File: src/rtl/chip_reset_pkg.sv
// constants and types for the chip reset state controller
// assumes a single system clock and a synchronous, active-high reset
//
// Behaviour
// (RQ1) core is halted from reset entry until the reset state is left
// (RQ2) module registers take defaults; power-on-only bits keep value on other resets
// (RQ3) port pins are forced to a known state throughout reset
// (RQ4) all interrupt sources and timers are disabled by reset
// (RQ5) every AHB peripheral clock enable is turned on at reset
// (RQ6) APB clocks off at reset except watchdog, memory interface and dma crossbar
// (RQ7) reset logic never touches on-chip RAM contents
// (RQ8) port output latches reset to one with open-drain drivers
// (RQ9) weak pull-ups on during reset and afterwards until software changes them
// (RQ10) power-on or supply-monitor reset drives reset pin low until reset exits
// (RQ11) reset pin is never driven high, only pulled low with low drive
// (RQ12) on exit program counter reinitialised, internal oscillator selected
// (RQ13) on exit watchdog enabled and clocked from the low frequency oscillator
// (RQ14) first fetch after release is at address zero
// (RQ15) all reset sources combine, hold while any active, release synchronously
package chip_reset_pkg;
  localparam int          NUM_AHB        = 8;
  localparam int          NUM_APB        = 16;
  localparam int          NUM_PINS       = 16;
  localparam int          NUM_SRC        = 4;
  // source bit positions
  localparam int          SRC_POR        = 0;
  localparam int          SRC_VMON       = 1;
  localparam int          SRC_PIN        = 2;
  localparam int          SRC_SOFT       = 3;
  // apb peripheral positions whose clocks survive reset
  localparam int          APB_WDT        = 0;
  localparam int          APB_EMIF       = 1;
  localparam int          APB_DMAX       = 2;
  localparam logic [31:0] BOOT_ADDR      = 32'h0000_0000;
  localparam logic        CLK_SEL_INT    = 1'b0;
  localparam logic        WDT_CLK_LFO    = 1'b0;
  typedef enum logic [1:0] {ST_RESET, ST_RELEASE, ST_RUN} rst_state_t;
endpackage : chip_reset_pkg

File: src/rtl/reset_sync.sv
// two-flop synchroniser for an asynchronous level
// assumes the destination clock is the system clock
`timescale 1ns/100ps
`default_nettype none
module reset_sync #(
  parameter int W = 1
) (
  input  wire logic         clk_sys_i,
  input  wire logic         reset_i,
  input  wire logic [W-1:0] async_i,
  output var  logic [W-1:0] sync_o
);
  logic [W-1:0] meta_q;
  always_ff @(posedge clk_sys_i)
  begin
    if (reset_i)
    begin
      meta_q <= '0;
      sync_o <= '0;
    end
    else
    begin
      meta_q <= async_i;
      sync_o <= meta_q;
    end
  end
endmodule // reset_sync
`default_nettype wire

File: src/rtl/chip_reset_state_controller.sv
// reset state controller: combines reset sources and drives chip-wide defaults
// assumes reset sources are asynchronous pins; ram is outside and untouched
`timescale 1ns/100ps
`default_nettype none
module chip_reset_state_controller
  import chip_reset_pkg::*;
#(
  parameter int NAHB  = chip_reset_pkg::NUM_AHB,
  parameter int NAPB  = chip_reset_pkg::NUM_APB,
  parameter int NPINS = chip_reset_pkg::NUM_PINS
) (
  input  wire logic                                 clk_sys_i,
  input  wire logic                                 reset_i,
  input  wire logic [chip_reset_pkg::NUM_SRC-1:0]   reset_src_i,
  input  wire logic                                 pullup_wr_i,
  input  wire logic [NPINS-1:0]                     pullup_val_i,
  output logic                                      core_halt_o,
  output logic                                      regs_reset_o,
  output logic                                      por_regs_reset_o,
  output logic                                      pins_force_o,
  output logic [NPINS-1:0]                          port_latch_o,
  output logic [NPINS-1:0]                          port_open_drain_o,
  output logic [NPINS-1:0]                          port_pullup_o,
  output logic                                      irq_disable_o,
  output logic                                      timer_disable_o,
  output logic [NAHB-1:0]                           ahb_clk_en_o,
  output logic [NAPB-1:0]                           apb_clk_en_o,
  output logic                                      reset_pin_o,
  output logic                                      reset_pin_oe_o,
  output logic                                      pc_load_o,
  output logic [31:0]                               pc_value_o,
  output logic                                      sysclk_sel_o,
  output logic                                      wdt_enable_o,
  output logic                                      wdt_clk_sel_o
);
  import chip_reset_pkg::*;

  logic [NUM_SRC-1:0] src_s;
  logic               any_src;
  logic               por_cause;
  rst_state_t         state_q;
  localparam logic [NAPB-1:0] APB_KEEP = (NAPB'(1) << APB_WDT) | (NAPB'(1) << APB_EMIF)
                                       | (NAPB'(1) << APB_DMAX);

  // pins are asynchronous, so every source is synchronised first
  // the synchroniser ignores reset_i, so a power-on source seen during it still pulls the pin
  reset_sync #(.W(NUM_SRC)) u_sync (
    .clk_sys_i (clk_sys_i),
    .reset_i   (1'b0),
    .async_i   (reset_src_i),
    .sync_o    (src_s)
  );

  assign any_src   = (|src_s) || reset_i;                         // [RQ15]
  assign por_cause = src_s[SRC_POR] || src_s[SRC_VMON];

  // one cycle of release state gives the core its start strobe
  always_ff @(posedge clk_sys_i)
  begin
    if (any_src)
      state_q <= ST_RESET;                                        // [RQ15]
    else
    begin
      unique case (state_q)
        ST_RESET:   state_q <= ST_RELEASE;
        ST_RELEASE: state_q <= ST_RUN;
        ST_RUN:     state_q <= ST_RUN;
        default:    state_q <= ST_RESET;
      endcase
    end
  end

  always_ff @(posedge clk_sys_i)
  begin
    if (any_src)
    begin
      core_halt_o      <= 1'b1;                                   // [RQ1]
      regs_reset_o     <= 1'b1;                                   // [RQ2]
      por_regs_reset_o <= por_cause;                              // [RQ2]
      pins_force_o     <= 1'b1;                                   // [RQ3]
      irq_disable_o    <= 1'b1;                                   // [RQ4]
      timer_disable_o  <= 1'b1;                                   // [RQ4]
    end
    else
    begin
      core_halt_o      <= 1'b0;
      regs_reset_o     <= 1'b0;
      por_regs_reset_o <= 1'b0;
      pins_force_o     <= 1'b0;
      irq_disable_o    <= 1'b0;
      timer_disable_o  <= 1'b0;
    end
  end

  // clock gating defaults; after release the gates hold their reset values
  always_ff @(posedge clk_sys_i)
  begin
    if (any_src)
    begin
      ahb_clk_en_o <= '1;                                         // [RQ5]
      apb_clk_en_o <= '0;                                         // [RQ6]
      apb_clk_en_o[APB_WDT]  <= 1'b1;                             // [RQ6]
      apb_clk_en_o[APB_EMIF] <= 1'b1;                             // [RQ6]
      apb_clk_en_o[APB_DMAX] <= 1'b1;                             // [RQ6]
    end
  end

  // no ram port exists here, so contents cannot be disturbed [RQ7]
  always_ff @(posedge clk_sys_i)
  begin
    if (any_src)
    begin
      port_latch_o      <= '1;                                    // [RQ8]
      port_open_drain_o <= '1;                                    // [RQ8]
      port_pullup_o     <= '1;                                    // [RQ9]
    end
    else if (pullup_wr_i)
      port_pullup_o     <= pullup_val_i;                          // [RQ9]
  end

  // open drain: level fixed low, enable active low while pulling, never driven high
  always_ff @(posedge clk_sys_i)
  begin
    reset_pin_o <= 1'b0;                                          // [RQ11]
    if (any_src)
      reset_pin_oe_o <= !(por_cause || (!reset_pin_oe_o && state_q == ST_RESET)); // [RQ10]
    else
      reset_pin_oe_o <= 1'b1;                                     // [RQ10]
  end

  always_ff @(posedge clk_sys_i)
  begin
    // the strobe is not gated by a late source: a pc load while the core
    // is halted again is harmless, and it keeps the start path short
    pc_load_o <= (state_q == ST_RELEASE);                         // [RQ12]
    if (any_src)
    begin
      pc_value_o    <= BOOT_ADDR;                                 // [RQ14]
      sysclk_sel_o  <= CLK_SEL_INT;                               // [RQ12]
      wdt_enable_o  <= 1'b0;
      wdt_clk_sel_o <= WDT_CLK_LFO;                               // [RQ13]
    end
    else if (state_q == ST_RELEASE)
      wdt_enable_o  <= 1'b1;                                      // [RQ13]
  end
endmodule // chip_reset_state_controller
`default_nettype wire

File: config.mk
export PLATFORM = sky130hd
export DESIGN_NAME = chip_reset_state_controller
export DESIGN_NICKNAME = d
export VERILOG_FILES = /design/src/rtl/chip_reset_pkg.sv /design/src/rtl/reset_sync.sv /design/src/rtl/chip_reset_state_controller.sv
export SDC_FILE = /design/constraint.sdc
export NUM_CORES = 1
export LEC_CHECK = 0
export ABC_AREA = 1
export BUFFER_PORTS_ARGS = -buffer_cell sky130_fd_sc_hd__buf_2
export CORE_UTILIZATION = 25
export DETAILED_ROUTE_END_ITERATION = 7
export SLEW_MARGIN = 40
export SYNTH_ARGS = -nofsm -noshare
export SYNTH_HDL_FRONTEND = slang
export SYNTH_SLANG_ARGS = --single-unit
File: constraint.sdc
create_clock -name clk_sys_i -period 1 [get_ports clk_sys_i]
set_input_delay 0.15 -clock clk_sys_i [delete_from_list [all_inputs] [get_ports clk_sys_i]]
set_output_delay 0.15 -clock clk_sys_i [all_outputs]
set_load 0.05 [all_outputs]
==> flow_metrics.env, run 1 <==
export IMPL_start_kind="flip-flop"
export IMPL_cp_num_buf_inv=1
export IMPL_gp_congestion=0.661
export IMPL_cp_slowest_cell="dfxtp_4"
export IMPL_multi_input_area_um2=718
export IMPL_grt_pass1_vias=1044
export IMPL_cap_violations=0
export IMPL_critical_path_cell_chain="buf_6"
export IMPL_overflow=0
export IMPL_die_height_um=89.9
export IMPL_wirelength_um=3230
export IMPL_finalHoldWorstSlack_ns=0.162
export IMPL_path_class="reg -> out"
export IMPL_ys_ff_latch=31
export IMPL_io_pins=139
export IMPL_drive_above_1_share_pct=24.2
export IMPL_end_kind="primary output"
export IMPL_vias_per_cell=3.15
export IMPL_hpwlAfterDp_um=2530
export IMPL_max_freq_ghz=1.02
export IMPL_status="finished clean"
export IMPL_seq_area_frac_synth_pct=32.1
export IMPL_syn2layout_area_growth_pct=12.3
export IMPL_cp_arrival_ns=0.83
export IMPL_hold_violations=0
export IMPL_cts_clk_slew_worst_paths_ns=0.06
export IMPL_grt_antenna_before_repair=0
export IMPL_cts_tree="yes"
export IMPL_start_util_pct=26.2
export IMPL_critPathTopFamily="flip-flops"
export IMPL_coreArea_um2=7370
export IMPL_post_route_util_pct=29.5
export IMPL_drc=0
export IMPL_seqCellArea_um2=633
export IMPL_grt_start_max_net_pins=18
export IMPL_cts_root_buf="clkbuf_8"
export IMPL_wire_per_inst_um=8.06
export IMPL_period_share_pct=97.9
export IMPL_synth_warnings=0
export IMPL_post_synth_cell_area_avg_um2=7.67
export IMPL_syn_cell_area_um2=1930
export IMPL_cp_max_fo=5
export IMPL_clkLatencyLatePin_ns=0.28
export IMPL_numCtsBuffers=5
export IMPL_htreeDepth=2
export IMPL_slew_viol_final=0
export IMPL_clk_path_buf_depth=2
export IMPL_synth_top_area_cell="buf_4"
export IMPL_min_period_ns=0.979
export IMPL_syn_inst=252
export IMPL_cts_sinks=31
export IMPL_rows=31
export IMPL_layout_nets=327
export IMPL_nFillCells=830
export IMPL_synth_area_leaders="buf_4 (37%), dfxtp_1 (32%), nand2_1 (9.1%), inv_1 (7.6%), nand3_1 (4.1%)"
export IMPL_finalClockSkew_ns=0.00456
export IMPL_numPortBuffers=47
export IMPL_met3_length_um=264
export IMPL_setup_viol=0
export IMPL_yosysTopAreaCellShare_pct=36.9
export IMPL_fp_dieW_um=89.9
export IMPL_met2_length_um=1670
export IMPL_power_leakage_nw=1.33
export IMPL_rsz0062_at_grt="true"
export IMPL_ant_nets=0
export IMPL_drt_pass1_iterations=4
export IMPL_slowest_delay_ns=0.39
export IMPL_min_path_type="in -> reg"
export IMPL_antenna_cells=0
export IMPL_track_usage_pct=7.98
export IMPL_cts_setup_buffers=0
export IMPL_drt_initial_drc_count=32
export IMPL_drt_met1_wl_um=1250
export IMPL_peakVddDrop_mv=0.836
export IMPL_required_ns=0.85
export IMPL_power_density_nw_per_um2=1470
export IMPL_ys_types=15
export IMPL_num_vias=1263
export IMPL_dieArea_um2=8090
export IMPL_routed_top_layer="met4"
export IMPL_grt_pass1_wl_um=4900
==> layout by cell type (no fill, tap or decap) <==
cell	count
nor2_4	2
buf_12	2
ha_1	3
dfxtp_1	23
inv_2	1
dlygate4sd3_1	4
inv_6	1
clkbuf_8	5
dfxtp_4	1
nand3_4	1
buf_6	20
nand3_1	16
nand2_1	47
inv_1	39
nand2_2	3
dfxtp_2	7
buf_4	5
o21ai_0	1
conb_1	91
nor2_1	5
clkinv_2	3
buf_2	22
==> cell families after synthesis <==
group,Yosys count,share of synthesized area [%]
AOI/OAI and AO/OA,1,0.259
and+or+nand+nor,74,17.3
DFF,31,32.1
adders and majority gates,3,1.94
other,2,0.388
buffers and inverters,141,48.0
==> worst min-delay path: cells and delay by family <==
family	cells	cell delay, ns
simple gates	3	0.16
buf+inv	2	0.10
==> synthesized netlist by cell type <==
cell     count
inv_6        1
dfxtp_1     31
nor2_1       5
nand2_1     47
inv_2        1
conb_1       2
nand2_2      3
nand3_4      1
o21ai_0      1
buf_6        5
inv_1       39
ha_1         3
nor2_4       2
nand3_1     16
buf_4       95
==> power by group <==
part / switching (mW) / internal (mW) / leakage, nW
Clock: 0.447 / 0.475 / 0.0477
Sequential: 0.0137 / 1.26 / 0.252
Combinational: 0.886 / 0.104 / 1.03
Total: 1.35 / 1.84 / 1.33
==> flip-flops by register name, indices dropped and copies added (netlist names) <==
register,cells
reset_pin_oe_o,1
timer_disable_o,1
pc_load_o,1
port_pullup_o,16
wdt_enable_o,1
u_sync.sync_o,4
u_sync.meta_q,4
state_q,2
por_regs_reset_o,1
==> layer usage <==
| layer | vias up | GRT usage, % |
|---|---|---|
| met5 | - | 0 |
| met3 | 7 | 3.47 |
| met1 | 540 | 8.16 |
| met2 | 76 | 14.0 |
| li1 | 640 | - |
| met4 | 0 | 3.63 |
==> metrics by stage <==
| step | TNS, ns | instance area (um2) | worst slack, ns | std cells | power (mW) |
|---|---|---|---|---|---|
| after floorplan | 0 | 2270 | 0.0581 | 341 | 2.47 |
| after global placement | 0 | 1900 | 0.147 | 389 | 2.26 |
| after detailed placement | 0 | 1900 | 0.116 | 389 | 2.27 |
| after CTS | 0 | 2140 | 0.000242 | 401 | 3.22 |
| after global routing | -0.0772 | 2170 | -0.0177 | 401 | 3.33 |
| final | 0 | 2170 | 0.0207 | 401 | 3.18 |
==> cell type report <==
type                       instances  area share, %
timing repair buffer              53           20.9
multi-input combinational        169           33.1
sequential                        31           29.2
clock buffer                       5           3.17
tap                               99           5.71
inverter                          41           7.32
clock inverter                     3          0.692
==> timing repair <==
item / CTS / global route
cloned: 0 / 0
hold buffers: 4 / 0
resized for setup: 40 / 13
hold endpoints to repair: 4 / 0
endpoints found under the setup margin: 25 / 16
pin swaps: 0 / 0
==> path summary, 6_finish.rpt <==
kind,from,end,slack (ns),cells past startpoint
worst max-delay path,timer_disable_o,core_halt_o,0.02,1
worst min-delay path,pullup_val_i[9],port_pullup_o[9],0.16,5
worst max register to register,state_q[1],reset_pin_oe_o,0.10,5
worst min register to register,u_sync.meta_q[1],u_sync.sync_o[1],0.33,0
Power figures use the tool's default switching activity.
==> run 2, diff against run 1 <==
==> constraint.sdc (replaced) <==
create_clock -name clk_sys_i -period 1 [get_ports clk_sys_i]
set_input_delay 0.05 -clock clk_sys_i [delete_from_list [all_inputs] [get_ports clk_sys_i]]
set_output_delay 0.05 -clock clk_sys_i [all_outputs]
set_load 0.05 [all_outputs]
==> run 2 against run 1 <==
Effect of this change:
- via count decreased by 2.2%
- routed wire length decreased by 6.7%
- combinational power decreased by 1%
- flip-flop and latch count unchanged
- maximum frequency increased by 3.6%
- first-iteration DRC count increased by 3.1%
- die area unchanged
- utilization decreased by 1.6 points
- final cell count unchanged
- non-clock buffer count unchanged
- sequential share of layout area increased by 1.1 points
==> flow_metrics.env, run 2 (synthesis gave the netlist of run 1 again) <==
export IMPL_status="finished clean"
export IMPL_crit_cells=1
export IMPL_critical_path_cell_chain="buf_2"
export IMPL_rows=31
export IMPL_path_class="reg -> out"
export IMPL_grt_start_max_net_pins=18
export IMPL_min_delay_start="pullup_val_i[13]"
export IMPL_grt_pass1_vias=991
export IMPL_grt_antenna_before_repair=0
export IMPL_clk_path_buf_depth=2
export IMPL_wire_per_inst_um=7.52
export IMPL_power_mw=3.47
export IMPL_place_ws_ns=-0.0183
export IMPL_r2r_slack_ns=0.10
export IMPL_top_regs="port_pullup_o: 16 flops, u_sync.meta_q: 4 flops, u_sync.sync_o: 4 flops"
export IMPL_cts_tree="yes"
export IMPL_cp_slowest_cell="dfxtp_2"
export IMPL_syn2layout_area_growth_pct=6.34
export IMPL_post_route_util_pct=27.9
export IMPL_layout_setup_ws_ns=0.0551
export IMPL_finalHoldWorstSlack_ns=0.0570
export IMPL_power_density_nw_per_um2=1690
export IMPL_coreArea_um2=7370
export IMPL_setup_viol=0
export IMPL_largest_reg_flops=16
export IMPL_end_kind="primary output"
export IMPL_grt_pass1_wl_um=4590
export IMPL_nFillCells=840
export IMPL_track_usage_pct=7.34
export IMPL_power_leakage_nw=1.27
export IMPL_fp_dieW_um=89.9
export IMPL_numPortBuffers=47
export IMPL_rsz0062_at_grt="false"
export IMPL_startpoint="timer_disable_o"
export IMPL_period_share_pct=94.5
export IMPL_min_path_type="in -> reg"
export IMPL_die_height_um=89.9
export IMPL_slew_viol_final=0
export IMPL_gp_congestion=0.647
export IMPL_drt_pass1_iterations=4
export IMPL_hpwlAfterDp_um=2230
export IMPL_required_ns=0.95
export IMPL_clkLatencyLatePin_ns=0.28
export IMPL_final_cell_mix="conb_1 (91), nand2_1 (47), buf_2 (45), inv_1 (39), dfxtp_1 (30)"
export IMPL_io_pins=139
export IMPL_cap_violations=0
export IMPL_multi_input_area_um2=718
export IMPL_rr_endpoint="port_pullup_o[9]"
export IMPL_crit_end="pins_force_o"
export IMPL_layout_commonest_cell="conb_1"
export IMPL_max_freq_ghz=1.06
export IMPL_cts_sinks=31
export IMPL_numCtsBuffers=5
export IMPL_start_kind="flip-flop"
export IMPL_slowest_delay_ns=0.35
export IMPL_drive_above_1_share_pct=21.9
export IMPL_overflow=0
export IMPL_drc=0
export IMPL_dieArea_um2=8090
export IMPL_drt_initial_drc_count=33
export IMPL_cts_root_buf="clkbuf_8"
export IMPL_peakVddDrop_mv=0.667
export IMPL_hold_violations=0
export IMPL_critPathTopFamily="flip-flops"
export IMPL_layout_nets=327
export IMPL_cp_arrival_ns=0.89
export IMPL_finalClockSkew_ns=0.00629
export IMPL_cts_clk_slew_worst_paths_ns=0.07
export IMPL_min_period_ns=0.945
export IMPL_antenna_cells=0
export IMPL_worstRegToRegCells=5
export IMPL_max_flop_register="port_pullup_o"
export IMPL_cp_max_fo=5
export IMPL_hold_depth=5
export IMPL_htreeDepth=2
export IMPL_num_vias=1235
export IMPL_ant_nets=0
export IMPL_r2r_start="u_sync.sync_o[2]"
export IMPL_start_util_pct=26.2
export IMPL_vias_per_cell=3.08
export IMPL_wirelength_um=3010
export IMPL_cp_num_buf_inv=1
export IMPL_setup_tns_ns=0
export IMPL_seqCellArea_um2=622
==> run 2: cell count changes in the layout (fill, tap and decap cells not counted), sizes merged <==
cell,delta
buf,-2
bufinv,+1
clkbuf,+2
clkinv,-1
==> run 2: layout make-up <==
cell class                 count  area share, %
inverter                      41           7.73
timing repair buffer          53           15.6
sequential                    31           30.2
tap                           99           6.03
multi-input combinational    169           34.9
clock buffer                   5           3.35
clock inverter                 3           2.13
==> run 2: timing repair <==
action | in CTS | in global routing
hold endpoints to repair | 4 | 0
hold buffers | 4 | 0
setup endpoints to repair | 16 | 2
buffers inserted | 1 | 0
resized for setup | 0 | 2
pin swaps | 1 | 0
==> run 2: where the power goes <==
part / switching, mW / internal, mW
clock: 0.474 / 0.741
combinational: 0.886 / 0.0928
sequential: 0.0109 / 1.26
==> run 2: metal layers <==
| layer | vias to the layer above | global-route usage, % | part of all wire, % | wire length [um] |
|---|---|---|---|---|
| li1 | 640 | - | - | - |
| met3 | 5 | 3.05 | 7.6 | 230 |
| met2 | 69 | 12.9 | 50 | 1520 |
| met4 | 0 | 2.02 | 0.86 | 26 |
| met5 | - | 0 | 0 | 0 |
| met1 | 521 | 8.10 | 41 | 1240 |
==> run 2: per-stage QoR <==
stage,area (um2),cells
final,2060,401
after detailed placement,1880,388
after global routing,2060,401
after global placement,1880,388
after floorplan,2270,341
after CTS,2050,401
==> run 2: worst min-delay path by stage <==
stage,endpoint,slack (ns)
2_1_floorplan,u_sync.meta_q[0],0.08
3_3_place_gp,u_sync.meta_q[1],0.15
3_5_place_dp,u_sync.meta_q[1],0.15
4_1_cts,port_pullup_o[3],0.05
5_1_grt,port_pullup_o[13],0.07
6_report,port_pullup_o[13],0.06
==> run 3, diff against run 2 <==
--- a/config.mk
+++ b/config.mk
@@ -6,7 +6,7 @@
 export NUM_CORES = 1
 export LEC_CHECK = 0
 export ABC_AREA = 1
-export BUFFER_PORTS_ARGS = -buffer_cell sky130_fd_sc_hd__buf_2
+export BUFFER_PORTS_ARGS = -buffer_cell sky130_fd_sc_hd__clkbuf_2
 export CORE_UTILIZATION = 25
 export DETAILED_ROUTE_END_ITERATION = 7
 export SLEW_MARGIN = 40
==> run 3 against run 2 <==
Effect of this change:
- sequential share of layout area is 0.22 points lower
- first-iteration DRC count down 18%
- routed wire length down 1.2%
- combinational power about the same
- utilization is 0.20 points higher
- sequential power is essentially flat
- non-clock buffer count rose by 3
- setup slack got worse by 0.0034 ns
- flip-flop and latch count stayed put
- critical path type unchanged
- largest power group unchanged
==> flow_metrics.env, run 3 (synthesis gave the netlist of run 1 again) <==
export IMPL_finalHoldWorstSlack_ns=0.0485
export IMPL_hpwlAfterDp_um=2310
export IMPL_drt_pass1_iterations=4
export IMPL_fp_dieW_um=89.9
export IMPL_wire_per_inst_um=7.37
export IMPL_cts_sinks=31
export IMPL_start_kind="flip-flop"
export IMPL_period_share_pct=94.8
export IMPL_clk_path_buf_depth=2
export IMPL_power_clock_fraction_pct=35.5
export IMPL_power_leakage_nw=1.30
export IMPL_overflow=0
export IMPL_layout_commonest_cell="conb_1"
export IMPL_wirelength_um=2980
export IMPL_layout_setup_ws_ns=0.0517
export IMPL_place_ws_ns=-0.00198
export IMPL_switching_share_pct=39.9
export IMPL_final_cell_mix="conb_1 (91), nand2_1 (47), inv_1 (39), clkbuf_2 (36), dfxtp_1 (30)"
export IMPL_cp_num_buf_inv=1
export IMPL_die_height_um=89.9
export IMPL_cp_slowest_cell="dfxtp_1"
export IMPL_critical_path_cell_chain="clkbuf_2"
export IMPL_hold_violations=0
export IMPL_top_regs="port_pullup_o: 16 flops, u_sync.meta_q: 4 flops, u_sync.sync_o: 4 flops"
export IMPL_setup_viol=0
export IMPL_internal_power_mw=2.10
export IMPL_end_kind="primary output"
export IMPL_syn2layout_area_growth_pct=7.12
export IMPL_cts_root_buf="clkbuf_8"
export IMPL_htreeDepth=2
export IMPL_cts_tree="yes"
export IMPL_p_comb_share_pct=28.1
export IMPL_min_period_ns=0.948
export IMPL_grt_antenna_before_repair=0
export IMPL_finalClockSkew_ns=0.00674
export IMPL_vias_per_cell=3.08
export IMPL_min_path_type="in -> reg"
export IMPL_grt_pass1_vias=993
export IMPL_ant_nets=0
export IMPL_io_pins=139
export IMPL_slew_viol_final=0
export IMPL_drc=0
export IMPL_power_mw=3.49
export IMPL_numCtsBuffers=5
export IMPL_largest_reg_flops=16
export IMPL_setup_tns_ns=0
export IMPL_required_ns=0.95
export IMPL_drt_initial_drc_count=27
export IMPL_grt_start_max_net_pins=17
export IMPL_max_freq_ghz=1.05
export IMPL_path_class="reg -> out"
export IMPL_grt_pass1_wl_um=4590
export IMPL_slowest_delay_ns=0.33
export IMPL_gp_congestion=0.666
export IMPL_cap_violations=0
export IMPL_numPortBuffers=47
export IMPL_critPathTopFamily="flip-flops"
export IMPL_max_flop_register="port_pullup_o"
export IMPL_cp_max_fo=2
export IMPL_p_seq_share_pct=36.4
export IMPL_p_sw_mw=1.39
export IMPL_coreArea_um2=7370
export IMPL_peakVddDrop_mv=0.682
export IMPL_power_density_nw_per_um2=1690
export IMPL_status="finished clean"
export IMPL_layout_nets=330
export IMPL_rows=31
export IMPL_track_usage_pct=7.38
export IMPL_cp_arrival_ns=0.90
export IMPL_start_util_pct=26.2
export IMPL_cts_clk_slew_worst_paths_ns=0.07
export IMPL_rsz0062_at_grt="false"
export IMPL_antenna_cells=0
export IMPL_drive_above_1_share_pct=22.6
export IMPL_num_vias=1244
export IMPL_dieArea_um2=8090
export IMPL_clkLatencyLatePin_ns=0.28
[run 3: area by class of cell]
| class | count | area, um2 |
|---|---|---|
| well taps | 99 | 124 |
| fillers | 830 | 5300 |
| flip-flops and latches | 31 | 622 |
| clock inverters | 3 | 43.8 |
| clock buffers | 5 | 68.8 |
| multi-input cells | 169 | 718 |
| inverters | 41 | 159 |
| repair buffers | 56 | 335 |
[run 3: worst paths after layout]
kind,from,to,slack (ns),cells past startpoint
max,port_pullup_o[9],port_pullup_o[9],0.05,1
min,pullup_val_i[5],port_pullup_o[5],0.05,5
max reg2reg,u_sync.sync_o[0],wdt_enable_o,0.09,4
min reg2reg,u_sync.meta_q[3],u_sync.sync_o[3],0.33,0
[run 3: worst register-to-register path, cell delays in order (launching register included)]
cell and delay (ns):
dfxtp_1 0.32, nor2_4 0.18, buf_4 0.17, nand3_4 0.08, nor2_1 0.10
[run 3: repair_timing]
item,in CTS,in global routing
pin swaps,1,1
setup buffers,1,1
hold endpoints to repair,4,0
hold buffers,4,0
setup endpoints to repair,15,12
resized for setup,0,15
[run 3: stage by stage]
step                      area (um2)  util, %  std cells
after CTS                       2050     27.9        403
after global routing            2070     28.1        404
after global placement          1880     25.5        390
after detailed placement        1880     25.5        390
after floorplan                 2270        -        341
final                           2070     28.1        404
[run 3: power groups by stage]
stage	Combinational [mW]	Clock [mW]	Sequential (mW)
global placement	0.955	0	1.30
detailed placement	0.957	0	1.30
CTS	0.976	1.29	1.27
floorplan	1.14	0	1.33
global route	1.02	1.35	1.27
finish	0.980	1.24	1.27
[run 3: routing by layer]
layer  global-route usage [%]  wire [um]
met5                        0          0
met4                     3.23         29
met3                     3.13        284
met2                     12.5       1510
met1                     8.04       1150
